--- src/core/ssb_dummy_unused.sv ---
`timescale 1ns/10ps

--- src/core/ssb_pkg.sv ---
// Constants and carrier types of the serial slave with select and buffering.
// Assumes a 32-bit classic Wishbone register bus, one register to an aligned word.
package ssb_pkg;

  // ****************************************
  // Register indices and byte addresses
  // ****************************************
  localparam logic [2:0] IDX_CTRLA    = 3'h0;
  localparam logic [2:0] IDX_CONTROL_B_REG    = 3'h1;
  localparam logic [2:0] IDX_IRQ_EN   = 3'h2;
  localparam logic [2:0] IDX_IRQ_FLAG = 3'h3;
  localparam logic [2:0] IDX_DATA     = 3'h4;
  localparam logic [2:0] IDX_PORT     = 3'h5;
  localparam int         ADR_W        = 8;
  localparam logic [ADR_W-1:0] A_CTRLA    = {3'h0, IDX_CTRLA, 2'h0};
  localparam logic [ADR_W-1:0] A_CONTROL_B_REG    = {3'h0, IDX_CONTROL_B_REG, 2'h0};
  localparam logic [ADR_W-1:0] A_IRQ_EN   = {3'h0, IDX_IRQ_EN, 2'h0};
  localparam logic [ADR_W-1:0] A_IRQ_FLAG = {3'h0, IDX_IRQ_FLAG, 2'h0};
  localparam logic [ADR_W-1:0] A_DATA     = {3'h0, IDX_DATA, 2'h0};
  localparam logic [ADR_W-1:0] A_PORT     = {3'h0, IDX_PORT, 2'h0};

  // ****************************************
  // Field positions and reset values
  // ****************************************
  localparam int B_ENABLE  = 0;
  localparam int B_MASTER  = 5;
  localparam int B_ORDER   = 6;
  localparam int B_MODE_LO = 0;
  localparam int B_BUFFER_ENABLE   = 7;
  localparam int B_WFR     = 6;
  localparam int B_RXC     = 7;
  localparam int B_TXC     = 6;
  localparam int B_DRE     = 5;
  localparam int B_SSI     = 4;
  localparam int B_IE      = 0;
  localparam int B_OVF     = 0;
  localparam int B_MISO_OUT = 0;
  localparam int B_DEEP     = 1;
  localparam logic [7:0] CTRLA_MASK = 8'h71;
  localparam logic [7:0] CONTROL_B_REG_MASK = 8'hC7;
  localparam logic [7:0] IRQEN_MASK = 8'hF1;
  localparam logic [7:0] PORT_MASK  = 8'h03;
  localparam logic [7:0] RST_BYTE   = 8'h00;
  localparam logic [2:0] LAST_BIT   = 3'h7;
  localparam logic [1:0] RX_DEPTH   = 2'h2;

  // Synchronised pin levels
  typedef struct packed {
    logic sck;
    logic mosi;
    logic ss_n;
  } ssb_pins_t;

endpackage

--- src/core/ssb_rxfifo.sv ---
// Receive queue of up to two bytes; depth one in unbuffered operation.
// Assumes push and pop come from the same clock; a push when full is dropped unless a pop comes in the same cycle.
`timescale 1ns/10ps
module ssb_rxfifo
  import ssb_pkg::*;
(
  // Clock and reset
  input  wire logic       clk,
  input  wire logic       rst_n,
  // Control
  input  wire logic       two_deep,
  input  wire logic       push,
  input  wire logic [7:0] din,
  input  wire logic       pop,
  // Status
  output logic      [7:0] dout,
  output logic            ovf
);

  logic [7:0] mem [2];
  logic       rd_q;
  logic [1:0] cnt_q;
  logic       full;
  logic       do_pop;
  logic       do_push;

  assign full    = two_deep ? (cnt_q >= RX_DEPTH) : (cnt_q != 2'h0);
  assign do_pop  = pop && (cnt_q != 2'h0);
  assign do_push = push && (!full || do_pop);
  assign ovf     = push && full && !do_pop;
  assign dout    = (cnt_q == 2'h0) ? RST_BYTE : mem[rd_q];

  always_ff @(posedge clk)
  begin
    if (!rst_n)
    begin
      rd_q  <= 1'b0;
      cnt_q <= 2'h0;
    end
    else
    begin
      if (do_pop)
        rd_q <= ~rd_q;
      cnt_q <= cnt_q + 2'(do_push) - 2'(do_pop);
    end
  end

  always_ff @(posedge clk)
  begin
    if (do_push)
      mem[rd_q ^ cnt_q[0]] <= din;
  end

endmodule // ssb_rxfifo

--- src/core/ssb_slave.sv ---
// Serial slave with select handling, MISO drive and buffered transmit.
// Assumes REF_CLK at 25 MHz samples SCK; SCK phases exceed two REF_CLK cycles.
// Overview of operation
// - Select, data-in and clock are always inputs
// - Select low: shift out if MISO direction out
// - Select high: idle, MISO released
// - Select rising aborts transfer, clears bit counter
// - Unbuffered: idle while deselected, loads allowed
// - Unbuffered: loaded byte shifts from first pulse
// - Unbuffered: done flag after eight bits
// - Unbuffered: early write dropped, collision flagged
// - Buffer-enable selects buffering; wait bit sub-mode
// - Buffered: data writes fill transmit buffer
// - No wait: dummy first, buffer moves after
// - Wait: deselected write loads shifter next cycle
// - Buffered: write to full buffer dropped
// - Empty flag clears on write, sets on move
// - Receive flag one cycle after empty flag
// - Transfer flag one later when all sent
// - Four clock modes; sample, change opposite edges
// - Leading edge first, trailing edge last
// - Buffered: four flags share one interrupt line; unbuffered: receive only
// - Request while enabled flag stays set
// - Idle sleep runs; deeper sleep aborts transfer
// - Mode field sets leading polarity, sample edge
// - Bit order: zero MSB first, one LSB
`timescale 1ns/10ps
module ssb_slave
  import ssb_pkg::*;
(
  // Clock and reset
  input  wire logic             REF_CLK,
  input  wire logic             RESET_N,
  // Wishbone slave
  input  wire logic             WB_CYC_I,
  input  wire logic             WB_STB_I,
  input  wire logic             WB_WE_I,
  input  wire logic [ADR_W-1:0] WB_ADR_I,
  input  wire logic [3:0]       WB_SEL_I,
  input  wire logic [31:0]      WB_DAT_I,
  output logic      [31:0]      WB_DAT_O,
  output logic                  WB_ACK_O,
  // Serial pins
  input  wire logic             SCK,
  input  wire logic             MOSI,
  input  wire logic             SS_N,
  output logic                  MISO_O,
  output logic                  MISO_OE_N,
  // Interrupt request
  output logic                  IRQ
);

  // ****************************************
  // Pin synchronisation
  // ****************************************
  ssb_pins_t pins_raw;
  ssb_pins_t pins;

  assign pins_raw = '{sck: SCK, mosi: MOSI, ss_n: SS_N};

  ssb_sync #(.W(3)) u_sync (
    .clk   (REF_CLK),
    .rst_n (RESET_N),
    .din   (pins_raw),
    .dout  (pins)
  );

  // ****************************************
  // Bus slave
  // ****************************************
  logic [7:0] ctrla_q;
  logic [7:0] control_b_reg_q;
  logic [7:0] irq_en_q;
  logic [7:0] port_q;
  logic       ack_q;
  logic [7:0] rdat_q;
  logic [7:0] rdat_d;
  logic       acc;
  logic       wr;
  logic       rd;
  logic [7:0] wdat;
  logic       wr_data;
  logic       rd_data;
  logic       wr_flag;

  assign acc     = WB_CYC_I && WB_STB_I && ack_q;
  assign wr      = acc && WB_WE_I && WB_SEL_I[0];
  assign rd      = acc && !WB_WE_I;
  assign wdat    = WB_DAT_I[7:0];
  assign wr_data = wr && (WB_ADR_I == A_DATA);
  assign rd_data = rd && (WB_ADR_I == A_DATA);
  assign wr_flag = wr && (WB_ADR_I == A_IRQ_FLAG);

  always_ff @(posedge REF_CLK)
  begin
    if (!RESET_N)
      ack_q <= 1'b0;
    else
      ack_q <= WB_CYC_I && WB_STB_I && !ack_q;
  end

  always_ff @(posedge REF_CLK)
  begin
    if (!RESET_N)
    begin
      ctrla_q  <= RST_BYTE;
      control_b_reg_q  <= RST_BYTE;
      irq_en_q <= RST_BYTE;
      port_q   <= RST_BYTE;
    end
    else if (wr)
    begin
      if (WB_ADR_I == A_CTRLA)
        ctrla_q <= wdat & CTRLA_MASK;
      else if (WB_ADR_I == A_CONTROL_B_REG)
        control_b_reg_q <= wdat & CONTROL_B_REG_MASK;
      else if (WB_ADR_I == A_IRQ_EN)
        irq_en_q <= wdat & IRQEN_MASK;
      else if (WB_ADR_I == A_PORT)
        port_q <= wdat & PORT_MASK;
    end
  end

  // ****************************************
  // Clock edges and modes
  // ****************************************
  logic       enable;
  logic       buffered;
  logic       wait_for_receive;
  logic       bit_order;
  logic       deep_sleep;
  logic       run;
  logic       sck_prev_q;
  logic       ss_prev_q;
  logic       rise;
  logic       fall;
  logic       lead;
  logic       trail;
  logic       samp;
  logic       setup;

  assign enable           = ctrla_q[B_ENABLE];
  assign bit_order        = ctrla_q[B_ORDER];
  assign buffered         = control_b_reg_q[B_BUFFER_ENABLE];
  assign wait_for_receive = control_b_reg_q[B_WFR];
  assign deep_sleep       = port_q[B_DEEP];
  assign run   = enable && !deep_sleep && !pins.ss_n;
  assign rise  = pins.sck && !sck_prev_q;
  assign fall  = !pins.sck && sck_prev_q;
  assign lead  = control_b_reg_q[B_MODE_LO + 1] ? fall : rise;
  assign trail = control_b_reg_q[B_MODE_LO + 1] ? rise : fall;
  assign samp  = control_b_reg_q[B_MODE_LO] ? trail : lead;
  assign setup = control_b_reg_q[B_MODE_LO] ? lead : trail;

  always_ff @(posedge REF_CLK)
  begin
    if (!RESET_N)
    begin
      sck_prev_q <= 1'b1;
      ss_prev_q  <= 1'b1;
    end
    else
    begin
      sck_prev_q <= pins.sck;
      ss_prev_q  <= pins.ss_n;
    end
  end

  // ****************************************
  // Bit counter and shift register
  // ****************************************
  logic [2:0] cnt_q;
  logic       busy_q;
  logic [7:0] sh_q;
  logic [7:0] shifted;
  logic       xfer_end;
  logic       tbuf_full_q;
  logic [7:0] tbuf_q;
  logic       sh_loaded_q;
  logic       norm_load;
  logic       wfr_load;
  logic       end_move;
  logic       out_bit;

  assign shifted  = bit_order ? {pins.mosi, sh_q[7:1]} : {sh_q[6:0], pins.mosi};
  assign out_bit  = bit_order ? sh_q[0] : sh_q[7];
  assign xfer_end = run && samp && (cnt_q == LAST_BIT);
  assign norm_load = !buffered && wr_data && !busy_q;
  assign wfr_load  = buffered && wait_for_receive && pins.ss_n && tbuf_full_q
                     && !sh_loaded_q;
  assign end_move  = buffered && xfer_end && tbuf_full_q;

  always_ff @(posedge REF_CLK)
  begin
    if (!RESET_N)
    begin
      cnt_q  <= 3'h0;
      busy_q <= 1'b0;
    end
    else if (!run)
    begin
      cnt_q  <= 3'h0;
      busy_q <= 1'b0;
    end
    else if (samp)
    begin
      cnt_q  <= cnt_q + 3'h1;
      busy_q <= (cnt_q != LAST_BIT);
    end
  end

  always_ff @(posedge REF_CLK)
  begin
    if (!RESET_N)
      sh_q <= RST_BYTE;
    else if (run && samp)
    begin
      if (end_move)
        sh_q <= tbuf_q;
      else
        sh_q <= shifted;
    end
    else if (norm_load)
      sh_q <= wdat;
    else if (wfr_load)
      sh_q <= tbuf_q;
  end

  always_ff @(posedge REF_CLK)
  begin
    if (!RESET_N)
      sh_loaded_q <= 1'b0;
    else if (norm_load || wfr_load || end_move)
      sh_loaded_q <= 1'b1;
    else if (xfer_end)
      sh_loaded_q <= 1'b0;
  end

  // ****************************************
  // Transmit buffer
  // ****************************************
  always_ff @(posedge REF_CLK)
  begin
    if (!RESET_N)
    begin
      tbuf_q      <= RST_BYTE;
      tbuf_full_q <= 1'b0;
    end
    else if (buffered && wr_data && !tbuf_full_q)
    begin
      tbuf_q      <= wdat;
      tbuf_full_q <= 1'b1;
    end
    else if (end_move || wfr_load)
      tbuf_full_q <= 1'b0;
  end

  // ****************************************
  // MISO drive
  // ****************************************
  always_ff @(posedge REF_CLK)
  begin
    if (!RESET_N)
    begin
      MISO_O    <= 1'b0;
      MISO_OE_N <= 1'b1;
    end
    else
    begin
      MISO_OE_N <= !(run && port_q[B_MISO_OUT]);
      if (!run || setup)
        MISO_O <= out_bit;
    end
  end

  // ****************************************
  // Receive path
  // ****************************************
  logic [7:0] rx_head;
  logic       rx_ovf;

  ssb_rxfifo u_rx (
    .clk      (REF_CLK),
    .rst_n    (RESET_N),
    .two_deep (buffered),
    .push     (xfer_end),
    .din      (shifted),
    .pop      (rd_data),
    .dout     (rx_head),
    .ovf      (rx_ovf)
  );

  // ****************************************
  // Flags and interrupt request
  // ****************************************
  logic       end_d1_q;
  logic       end_d2_q;
  logic [7:0] flag_q;
  logic [7:0] set_v;
  logic [7:0] clr_v;

  always_ff @(posedge REF_CLK)
  begin
    if (!RESET_N)
    begin
      end_d1_q <= 1'b0;
      end_d2_q <= 1'b0;
    end
    else
    begin
      end_d1_q <= xfer_end && buffered;
      end_d2_q <= end_d1_q;
    end
  end

  always_comb
  begin
    set_v        = 8'h00;
    set_v[B_RXC] = buffered ? end_d1_q : xfer_end;
    set_v[B_TXC] = buffered ? (end_d2_q && !sh_loaded_q && !tbuf_full_q)
                            : (wr_data && busy_q);
    set_v[B_DRE] = end_move || wfr_load;
    set_v[B_SSI] = buffered && enable && ss_prev_q && !pins.ss_n;
    set_v[B_OVF] = rx_ovf;
    clr_v        = wr_flag ? wdat : 8'h00;
    clr_v[B_DRE] = clr_v[B_DRE] || (buffered && wr_data && !tbuf_full_q);
  end

  always_ff @(posedge REF_CLK)
  begin
    if (!RESET_N)
      flag_q <= RST_BYTE;
    else
      flag_q <= set_v | (flag_q & ~clr_v);
  end

  always_ff @(posedge REF_CLK)
  begin
    if (!RESET_N)
      IRQ <= 1'b0;
    else if (buffered)
      IRQ <= |(flag_q[B_RXC:B_SSI] & irq_en_q[B_RXC:B_SSI]);
    else
      IRQ <= flag_q[B_RXC] && irq_en_q[B_IE];
  end

  // ****************************************
  // Read data
  // ****************************************
  always_comb
  begin
    rdat_d = RST_BYTE;
    if (WB_ADR_I == A_CTRLA)
      rdat_d = ctrla_q;
    else if (WB_ADR_I == A_CONTROL_B_REG)
      rdat_d = control_b_reg_q;
    else if (WB_ADR_I == A_IRQ_EN)
      rdat_d = irq_en_q;
    else if (WB_ADR_I == A_IRQ_FLAG)
      rdat_d = flag_q;
    else if (WB_ADR_I == A_DATA)
      rdat_d = rx_head;
    else if (WB_ADR_I == A_PORT)
      rdat_d = port_q;
  end

  always_ff @(posedge REF_CLK)
  begin
    if (!RESET_N)
      rdat_q <= RST_BYTE;
    else if (WB_CYC_I && WB_STB_I && !ack_q)
      rdat_q <= rdat_d;
  end

  assign WB_ACK_O = ack_q;
  assign WB_DAT_O = {24'h000000, rdat_q};

endmodule // ssb_slave

--- src/core/ssb_sync.sv ---
// Three-stage synchroniser with agreement filter for pin inputs.
// Assumes inputs are asynchronous to clk; output changes once stages two and three agree.
`timescale 1ns/10ps
module ssb_sync #(
  parameter int W = 1
) (
  // Clock and reset
  input  wire logic         clk,
  input  wire logic         rst_n,
  // Levels
  input  wire logic [W-1:0] din,
  output logic      [W-1:0] dout
);

  logic [W-1:0] s1_q;
  logic [W-1:0] s2_q;
  logic [W-1:0] s3_q;
  logic [W-1:0] f_q;

  always_ff @(posedge clk)
  begin
    if (!rst_n)
    begin
      s1_q <= '1;
      s2_q <= '1;
      s3_q <= '1;
      f_q  <= '1;
    end
    else
    begin
      s1_q <= din;
      s2_q <= s1_q;
      s3_q <= s2_q;
      for (int i = 0; i < W; i++)
      begin
        if (s2_q[i] == s3_q[i])
          f_q[i] <= s3_q[i];
      end
    end
  end

  assign dout = f_q;

endmodule // ssb_sync

--- config.mk ---
export PLATFORM = sky130hd
export DESIGN_NAME = ssb_slave
export DESIGN_NICKNAME = d
export VERILOG_FILES = /design/src/core/ssb_dummy_unused.sv /design/src/core/ssb_pkg.sv /design/src/core/ssb_rxfifo.sv /design/src/core/ssb_slave.sv /design/src/core/ssb_sync.sv
export SDC_FILE = /design/constraint.sdc
export NUM_CORES = 1
export LEC_CHECK = 0
export ABC_AREA = 0
export ABC_CLOCK_PERIOD_IN_PS = 4700
export BUFFER_PORTS_ARGS = -buffer_cell sky130_fd_sc_hd__buf_4
export CAP_MARGIN = 25
export CORE_MARGIN = 5
export CORE_UTILIZATION = 40
export DETAILED_ROUTE_END_ITERATION = 16
export PLACE_DENSITY = 0.66
export SYNTH_ARGS = -nofsm -noshare
export SYNTH_HDL_FRONTEND = slang
export SYNTH_SLANG_ARGS = --single-unit
--- constraint.sdc ---
create_clock -name REF_CLK -period 4.7 [get_ports REF_CLK]
set_input_delay 0.47 -clock REF_CLK [delete_from_list [all_inputs] [get_ports REF_CLK]]
set_output_delay 0.47 -clock REF_CLK [all_outputs]
set_load 0.05 [all_outputs]
Word-level counts from Yosys, hierarchy flattened:

Memory sizes are Yosys's and may differ from the RTL's. A register that Yosys moved wholly into a read port is not among the register bits.
Cells that the tools add are included.

* flip-flop bits (word level): 77
* latch bits: 0
* bits in writable memories: 16
* memory bits (read-only): 0
* input bits: 52
* output and inout bits: 36
* memories kept: 1

Memory list
* u_rx.mem: depth 2, width 8, read ports 1, clocked after memory_dff 1, wr ports 1, line ssb_rxfifo.sv:20 `logic [7:0] mem [2];`

* add/subtract/negate cells: 3
* multipliers: 0
* div/mod/pow operators: 0
* order comparisons: 1
* equality and inequality tests: 10
* shifts and indexed selects: 0
* mux-type cells: 30
* bitwise gates (word level): 9
* reductions and logical operators: 69

Operators by type and width (count)
* 8-bit 2-to-1 mux: 12
* 1-bit logical AND: 37
* 1-bit 2-to-1 mux: 17
* 8-bit by 4-bit == test with 1-bit output, second input constant: 2
* 8-bit by 5-bit == test with 1-bit output, second input constant: 2
* 1-bit logical NOT: 14
* 8-bit AND: 1
* 8-bit by 3-bit == test with 1-bit output, second input constant: 1
* 8-bit logical NOT: 1
* 8-bit inverter: 1
* 8-bit OR: 1
* 1-bit logical OR: 6
* 2-bit nonzero test: 3
* 5-bit AND reduction: 1
* 4-bit AND: 1
* 1-bit inverter: 4
* 2-bit AND reduction: 2
* 4-bit AND reduction: 1
* 4-bit OR reduction: 1
* 3-bit by 1-bit adder with 3-bit output, second input constant: 1
* 1-bit == test: 3
* 3-bit == test, second input constant: 1
* 3-bit != test, second input constant: 1
* 3-bit AND reduction: 1
* other kinds (7): 7

Longest topological paths before layout:

Gate-level depths: netlist (run 1).

* word-level depth: 11
* gate-level depth with buffers: 10
* gate-level depth less buffers: 9

Cells and area by module:

From an unflattened synthesis (run 1), not the netlist that was laid out.

* cells, all modules: 484
* area, all modules: 4631.9 um2

Modules (own cells, without submodules)
* ssb_slave: times used 1, cells an instance 389, area an instance 3419.5 um2, seq. area each 1241.2 um2
* ssb_rxfifo: times used 1, cells an instance 64, area an instance 849.6 um2, seq. area each 560.5 um2
* ssb_sync: times used 1, cells an instance 31, area an instance 362.8 um2, seq. area each 240.2 um2

Worst setup path after synthesis (run 1):

No wires, ideal clock.

* path kind: input -> register
* start: input port WB_ADR_I[2]
* end: memory u_rx.mem[1][0] (enable)
* arrival: 1.927 ns
* setup slack: 2.400 ns
* stages: 6
* path buffers: 1
* cell sequence: clkbuf_1 nor3b_1 and3_1 a21oi_1 or2_2 nor2b_1

* word-level cells in the longest chain between the ends: 7

RTL lines
* start: declaration: line ssb_slave.sv:38 `input wire logic [ADR_W-1:0] WB_ADR_I,`
* 8-bit by 5-bit == test with 1-bit output: line ssb_slave.sv:91 `assign rd_data = rd && (WB_ADR_I == A_DATA);`
* 1-bit logical AND: line ssb_slave.sv:91
* 1-bit logical AND: line ssb_rxfifo.sv:28 `assign do_pop = pop && (cnt_q != 2'h0);`
* 1-bit logical OR: line ssb_rxfifo.sv:29 `assign do_push = push && (!full || do_pop);`
* 1-bit logical AND: line ssb_rxfifo.sv:29
* 1-bit 2-to-1 mux: line ssb_rxfifo.sv:50 `if (do_push)`
* 1-bit 2-to-1 mux (not written as such): line ssb_rxfifo.sv:51 `mem[rd_q ^ cnt_q[0]] <= din;`
* end: declaration: line ssb_rxfifo.sv:20

No other way between the ends.

Final worst setup path (run 1):

* start: register ctrla_q[0]
* end: memory u_rx.mem[0][1] (enable)

* word-level cells in the longest chain between the ends: 7

RTL lines
* start: declaration: line ssb_slave.sv:71 `logic [7:0] ctrla_q;`
* start signal: assignment: line ssb_slave.sv:114 `ctrla_q <= wdat & CTRLA_MASK;`
* 1-bit logical AND (2 in a row): line ssb_slave.sv:147 `assign run = enable && !deep_sleep && !pins.ss_n;`
* 1-bit logical AND (2 in a row): line ssb_slave.sv:187 `assign xfer_end = run && samp && (cnt_q == LAST_BIT);`
* 1-bit logical AND: line ssb_rxfifo.sv:29
* 1-bit 2-to-1 mux: line ssb_rxfifo.sv:50
* 1-bit 2-to-1 mux (not written as such): line ssb_rxfifo.sv:51

No other way between the ends.

==> run summary, run 1 <==
CP required -> 4700 ps
Drt wl/cell -> 15.9 um
Crit-path slowest cell -> nor3b_1
Avg Inst Size Synth -> 9.69 um^2
First-pass GRT wire length -> 16100 um
Largest cells by area after synthesis -> dfxtp_1 35%, edfxtp_1 11%, mux2i_1 9.9%
Ys flop type -> dfxtp_1
Root buffer cell -> clkbuf_8
H-tree depth -> 3
Worst Skew -> 21.0 ps
Setup TNS -> 0 ps
CTS Hold Bufs -> 0
Fill cells -> 1049
Sink Count -> 94
Critical path endpoint category -> flip-flop
Slew @ Worst Pin -> 863 ps
Pin count of the biggest net entering global routing -> 74
Leak -> 1.97 nW
Setup bufs post-CTS -> 0
Final wirelength -> 9930 um
Buf/Inv on CP -> 0
Crit-path max cell delay -> 730 ps
DR DRC count -> 0
DR iter-0 viols -> 258
Initial antenna violation count -> 0
Layout cell share with drive strength beyond 1 -> 13.9%
Number of global-route vias before repair -> 3007
Vias -> 3286
RePlAce Congestion -> 0.885
Max_cap viols -> 0
Register area share after synthesis -> 45.9%
Final count of negative-setup-slack endpoints -> 0
Synthesis-to-layout area growth -> 9.67%
Crit path time final -> 2800 ps
Power per cell area -> 301 mW/mm^2
Syn. warnings -> 0
Most frequent cells after synthesis -> 78 x dfxtp_1, 44 x mux2i_1, 32 x nor2b_1
GRT Util Overall -> 15.6%
Cell Chain, Critical Path -> nor3b_1, nand3_1, or2_2, nor2_1
RSZ-0062 raised after global routing -> no
Max Slew Vio Count -> 0
Setup crit start kind -> flip-flop
Die W -> 115 um
Syn Std Cell Area -> 0.00445 mm^2
Register area -> 0.00204 mm^2
Post-Synthesis Cells -> 459
Final Hold Fails -> 0
Die area -> 0.0133 mm^2
Worst skew pair latency -> 370 ps
Top cell type's share of synthesized area -> 35.1%
Most frequent cell after synthesis -> dfxtp_1
Post-DP HPWL -> 7150 um
Core box area -> 0.0109 mm^2
ANT nets after route -> 0
Cell taking the most area after synthesis -> dfxtp_1
Hold_ws -> 289 ps
Antenna fix cells -> 0
TritonCTS clock tree -> done
Fmax -> 357 MHz
Nets -> 535
Multi-input logic area -> 0.00217 mm^2
Remaining Overflow, GRT -> 0
Post-route clock period utilization -> 59.6%
Worst-path fanout max -> 8
Run status -> finished, final reports clean
Ys async rst share -> 0%
Cell family with most CP delay -> simple AND/OR/NAND/NOR gates
Rows -> 38
CP arrival -> 2800 ps
TritonRoute pass-1 iters -> 4
Total CTS buffers -> 9
WS Path Type -> reg2reg
Yosys cell types -> 52
Top-level I/O count -> 88
Register bit count reported by yosys -> 94
CTS clk-pin slew, worst paths -> 90 ps
Worst VDD drop -> 0.123 mV
Post-synth EDFFs -> 16
Starting density of the core -> 40.9%
Worst rel slew slack -> 42.3%
Port bufs -> 36
Clock buffer depth -> 2
Via density -> 5.27
Hold WC Path Type -> in2reg
DIE HEIGHT -> 115 um
Post-CTS Resized -> 0
[through the flow]
stage	cells	setup slack (ps)	utilization, %	total power [W]	area [um^2]
after detailed placement	608	1950	43.1	0.000955	4690
after global routing	623	1670	44.8	0.00153	4880
after CTS	623	1920	44.8	0.00148	4880
after global placement	608	1950	43.1	0.000954	4690
after floorplan	482	2400	-	0.000935	4540
final	623	1900	44.8	0.00147	4880
[worst register-to-register path, cell delays in order (launching register included)]
cell,delay [ps]
dfxtp_1,370
nor3b_1,730
nand3_1,360
or2_2,410
nor2_1,570
[power breakdown]
part	switching [W]	internal [W]	total [W]
clock	0.000272	0.000259	0.000531
sequential	0.00000250	0.000820	0.000822
combinational	0.0000869	0.0000278	0.000115
[sequential cells by signal, indices dropped and copies added (netlist names), 2 cells and up, named ones only]
signal,count
control_b_reg_q,5
u_rx.mem,16
cnt_q,3
flag_q,8
u_sync.dout,3
irq_en_q,5
u_rx.cnt_q,2
ctrla_q,4
u_sync.s3_q,3
u_sync.s1_q,3
u_sync.s2_q,3
port_q,2
tbuf_q,8
sh_q,8
rdat_q,8
[layout by cell type (no fill, tap or decap), types with 5 or more instances in the layout]
cell | Yosys | layout
nand4_1 | 5 | 5
o32ai_1 | 8 | 8
inv_1 | 7 | 7
clkbuf_8 | 0 | 10
nor2_1 | 28 | 28
mux2i_1 | 44 | 44
nor2b_1 | 32 | 32
buf_4 | 27 | 36
a21oi_1 | 21 | 21
and3_1 | 7 | 7
conb_1 | 1 | 24
nand2_1 | 24 | 24
nand2b_1 | 12 | 12
nand3_1 | 12 | 12
o21ai_0 | 27 | 27
dfxtp_1 | 78 | 78
nand3b_1 | 9 | 9
mux2_2 | 10 | 10
edfxtp_1 | 16 | 16
[metal layers]
metal	share of wire, %	track usage [%]	vias to the layer above
met4	1.1	4.23	0
met1	46	22.8	1558
li1	-	-	1620
met2	45	23.0	98
met3	8.1	3.60	10
met5	0	0	-
[path summary, 6_finish.rpt]
path                                     start        endpoint  slack, ps  cells after the start
worst min-delay path                      SS_N  u_sync.s1_q[0]        290                      2
worst max register to register      ctrla_q[0]  u_rx.mem[0][1]       1900                      4
worst max-delay path                ctrla_q[0]  u_rx.mem[0][1]       1900                      4
worst min register to register  u_sync.s1_q[1]  u_sync.s2_q[1]        410                      1
[cell type report]
class / instances / share of cell area [%]
Multi-Input combinational cell: 331 / 44.6
Sequential cell: 94 / 41.8
Timing Repair Buffer: 36 / 5.54
Tap cell: 140 / 3.59
Clock buffer: 12 / 2.97
Clock inverter: 3 / 0.949
Inverter: 7 / 0.538
[cell families (layout without fill, tap and decap cells)]
kind of cell / Yosys count / count (layout) / synth area share, %
compound gates: 86 / 86 / 12.0
xor+xnor: 6 / 6 / 1.18
fa+ha+maj: 4 / 4 / 1.12
buf+inv: 57 / 58 / 7.17
flops: 94 / 94 / 45.9
mux: 55 / 55 / 12.9
other cells: 1 / 24 / 0.0843
simple gates: 156 / 156 / 19.7
Note: power is estimated with default switching activity, not from simulation.
==> run 2, diff against run 1 <==
--- a/config.mk
+++ b/config.mk
@@ -5,8 +5,8 @@
 export SDC_FILE = /design/constraint.sdc
 export NUM_CORES = 1
 export LEC_CHECK = 0
-export ABC_AREA = 0
-export ABC_CLOCK_PERIOD_IN_PS = 4700
+export ABC_AREA = 1
+export ABC_CLOCK_PERIOD_IN_PS = 2600
 export BUFFER_PORTS_ARGS = -buffer_cell sky130_fd_sc_hd__buf_4
 export CAP_MARGIN = 25
 export CORE_MARGIN = 5
==> constraint.sdc (replaced) <==
create_clock -name REF_CLK -period 2.6 [get_ports REF_CLK]
set_input_delay 0.26 -clock REF_CLK [delete_from_list [all_inputs] [get_ports REF_CLK]]
set_output_delay 0.26 -clock REF_CLK [all_outputs]
set_load 0.05 [all_outputs]
==> run 2 against run 1 <==
Net effect:
- cell count rose by 24%
- combinational power grew 68%
- total power up 110%
- core utilization increased by 1.9 points
- global-route usage rose by 1.2 points
- clock power grew to 2.5 times the previous value
- via count is 18% higher
- clock-buffer cell count is 1 lower
- clock skew fell by 15 ps
- sequential share of layout area fell by 1.9 points
- register-to-register slack worse by 1300 ps
- critical path type unchanged
- critical endpoint is now u_rx.cnt_q[1]
==> run summary, run 2 <==
Avg Inst Size Synth -> 7.63 um^2 (-21%)
Crit path time final -> 2030 ps (-766 ps)
Post-CTS Resized -> 0 (unchanged)
Root buffer cell -> clkbuf_16
WS Path Type -> reg2reg
Run status -> finished, final reports clean
Syn Std Cell Area -> 0.00449 mm^2 (+0.82%)
Max_cap viols -> 0 (unchanged)
Core box area -> 0.0109 mm^2 (+0.44%)
Critical path's most frequent cell -> nor2_1
Final Hold Fails -> 0 (unchanged)
Top-level I/O count -> 88 (unchanged)
Most frequent cells after synthesis -> 108 x nand2_1, 78 x dfxtp_1, 64 x inv_1
Main combinational cell family by area after synthesis -> simple AND/OR/NAND/NOR gates
Met3 wire len -> 839 um (+4.7%)
Synthesis-to-layout area growth -> 14.0%
Post-synthesis mux area share -> 0% (-13 points)
Met2 wire len -> 4810 um (+6.9%)
Register bit count reported by yosys -> 94 (unchanged)
Final count of negative-setup-slack endpoints -> 0 (unchanged)
Clock buffer depth -> 2 (unchanged)
Xor/xnor share of the synthesized area -> 0.391% (-0.79 points)
ANT nets after route -> 0 (unchanged)
Setup slack on the worst flop-to-flop path -> 570 ps (-1330 ps)
CTS Hold Bufs -> 0 (unchanged)
DR iter-0 viols -> 240 (-7.0%)
Total CTS buffers -> 9 (unchanged)
Commonest non-fill, non-tap cell in the layout -> nand2_1
Final wirelength -> 10700 um (+8.3%)
Cell taking the most area after synthesis -> dfxtp_1
Top cell type's share of synthesized area -> 34.8% (-0.28 points)
RePlAce Congestion -> 0.863 (-2.5%)
Starting density of the core -> 41.0% (+0.15 points)
Hold Path Origin -> SCK
Die area -> 0.0134 mm^2 (+0.75%)
H-tree depth -> 3 (unchanged)
M1 WL -> 4890 um (+8.2%)
Port bufs -> 36 (unchanged)
Multi-input logic area -> 0.00197 mm^2 (-9.3%)
Hold WC Path Type -> in2reg
Register area -> 0.00204 mm^2 (unchanged)
Sink Count -> 94 (unchanged)
Fmax -> 492 MHz (+38%)
Antenna fix cells -> 0 (unchanged)
Post-synth EDFFs -> 16 (unchanged)
Worst skew pair latency -> 340 ps (-30 ps)
Nets -> 681 (+27%)
DIE HEIGHT -> 116 um (+0.37%)
Slew @ Worst Pin -> 597 ps (-266 ps)
Crit-path slowest cell -> dfxtp_1
Worst VDD drop -> 0.318 mV (+160%)
Power per cell area -> 592 mW/mm^2 (+97%)
Largest cells by area after synthesis -> dfxtp_1 35%, edfxtp_1 11%, nand2_1 9.0%
Top Metal Used -> met4
Crit-path max cell delay -> 340 ps (-390 ps)
Setup crit start kind -> flip-flop
Compound-Gate Fraction of Synth Area -> 17.0% (+5.0 points)
Worst-path fanout max -> 7 (-1)
Register area share after synthesis -> 45.5% (-0.37 points)
Number of global-route vias before repair -> 3633 (+21%)
First-pass GRT wire length -> 17900 um (+11%)
Leak -> 2.32 nW (+18%)
Worst rel slew slack -> 60.1% (+18 points)
Critical path endpoint category -> flip-flop
Final Core Density -> 46.8% (+1.9 points)
Post-Synthesis Cells -> 588 (+28%)
Syn. warnings -> 0 (unchanged)
RSZ-0062 raised after global routing -> no
Drt wl/cell -> 14.0 um (-12%)
Post-DP HPWL -> 7970 um (+11%)
CP Launch Point -> u_rx.cnt_q[0]
TritonCTS clock tree -> done
Remaining Overflow, GRT -> 0 (unchanged)
CTS clk-pin slew, worst paths -> 70 ps (-20 ps)
Cell Chain, Critical Path -> nor2_1, inv_1, nand3_1, inv_1, nor2_1, nor2_1, ha_1, xor2_1, o21ai_0, a21oi_1
Cell family with most CP delay -> simple AND/OR/NAND/NOR gates
TritonRoute pass-1 iters -> 5 (+1)
Most frequent cells in the layout -> 108 x nand2_1, 78 x dfxtp_1, 64 x inv_1
Worst setup path endpoint -> u_rx.cnt_q[1]
Layout cell share with drive strength beyond 1 -> 16.0% (+2.2 points)
DR DRC count -> 0 (unchanged)
Synthesized-area fraction occupied by adder cells -> 1.12% (-0.0091 points)
Vias -> 3890 (+18%)
Via density -> 5.05 (-4.2%)
Die W -> 116 um (+0.37%)
Post-route clock period utilization -> 78.2% (+19 points)
CP arrival -> 2260 ps (-540 ps)
R2R depth -> 10 (+6)
Pin count of the biggest net entering global routing -> 47 (-36%)
Worst Skew -> 6.20 ps (-14.8 ps)
CP required -> 2830 ps (-1870 ps)
R2R Path End -> u_rx.cnt_q[1]
Buf/Inv on CP -> 2 (+2)
GRT Util Overall -> 16.8% (+1.2 points)
Max Slew Vio Count -> 0 (unchanged)
Levels on crit path -> 10 (+6)
Ys async rst share -> 0% (unchanged)
Most frequent cell after synthesis -> nand2_1
Max FFs per register -> 16 (unchanged)
Rows -> 38 (unchanged)
Simple-gate share of the synthesized area -> 23.5% (+3.8 points)
Setup bufs post-CTS -> 0 (unchanged)
Fill cells -> 1097 (+4.6%)
Ys flop type -> dfxtp_1
Initial antenna violation count -> 0 (unchanged)
Worst r2r src -> u_rx.cnt_q[0]
Setup TNS -> 0 ps (unchanged)
Yosys cell types -> 40 (-23%)
[run 2: changes by cell type in the layout (fill, tap and decap cells not counted), sizes merged, moves of 10 or more]
| cell | before | now |
|---|---|---|
| o21ai | 28 | 58 |
| or2 | 4 | 14 |
| nor2 | 28 | 65 |
| nand3 | 12 | 29 |
| a21oi | 21 | 58 |
| inv | 7 | 80 |
| mux2i | 44 | 0 |
| nor2b | 32 | 0 |
| nand2 | 24 | 110 |
| nand2b | 12 | 0 |
| mux2 | 10 | 0 |
[run 2: worst min path at each step]
stage	to	slack [ps]	depth (start not counted)
after floorplan	u_sync.s1_q[0]	370	1
after global placement	u_sync.s2_q[2]	400	1
after detailed placement	u_sync.s2_q[0]	400	1
after CTS	u_sync.s1_q[2]	100	2
after global routing	u_sync.s1_q[0]	90	2
final	u_sync.s1_q[2]	100	2
[run 2: metrics by stage]
stage	std cells	setup slack (ps)	area [um^2]	total power, W	hold slack (ps)
6_report	770	566	5110	0.00303	103
5_1_grt	770	270	5110	0.00313	91.2
3_3_place_gp	754	445	4810	0.00171	396
2_1_floorplan	611	481	4570	0.00168	367
3_5_place_dp	754	347	4810	0.00171	398
4_1_cts	770	587	5110	0.00304	96.6
[run 2: final cells by class]
cell class	instances	share of cell area [%]
well taps	140	3.43
repair buffers	42	6.17
inverters	80	5.87
clock inverters	5	1.08
multi-input cells	398	38.6
clock buffers	11	4.94
flip-flops and latches	94	39.9
[run 2: logic make-up (layout without fill, tap and decap cells)]
group           Yosys count  count (layout)
compound gates          138             138
xor+xnor                  2               2
fa+ha+maj                 4               4
buf+inv                 119             138
flops                    94              94
other cells               1              24
simple gates            230             230
[run 2: worst reg2reg max path: cells and delay by family, from the launching register on]
| family | cells | cell delay, ps |
|---|---|---|
| and+or+nand+nor | 4 | 760 |
| DFF | 1 | 340 |
| buffers and inverters | 2 | 280 |
| adders and majority gates | 1 | 210 |
| AOI/OAI and AO/OA | 2 | 190 |
| xor gates and xnor gates | 1 | 150 |
[run 2: where the power goes]
| part | switching (W) | total (W) | internal [W] |
|---|---|---|---|
| logic | 0.000148 | 0.000193 | 0.0000451 |
| registers | 0.00000438 | 0.00149 | 0.00148 |
| clock network | 0.000550 | 0.00135 | 0.000798 |
| total | 0.000703 | 0.00303 | 0.00233 |
[run 2: routing by layer]
metal / up-vias / global-route usage, %
li1: 1959 / -
met1: 1784 / 22.9
met2: 131 / 26.7
met3: 16 / 4.23
met4: 0 / 4.41
met5: - / 0
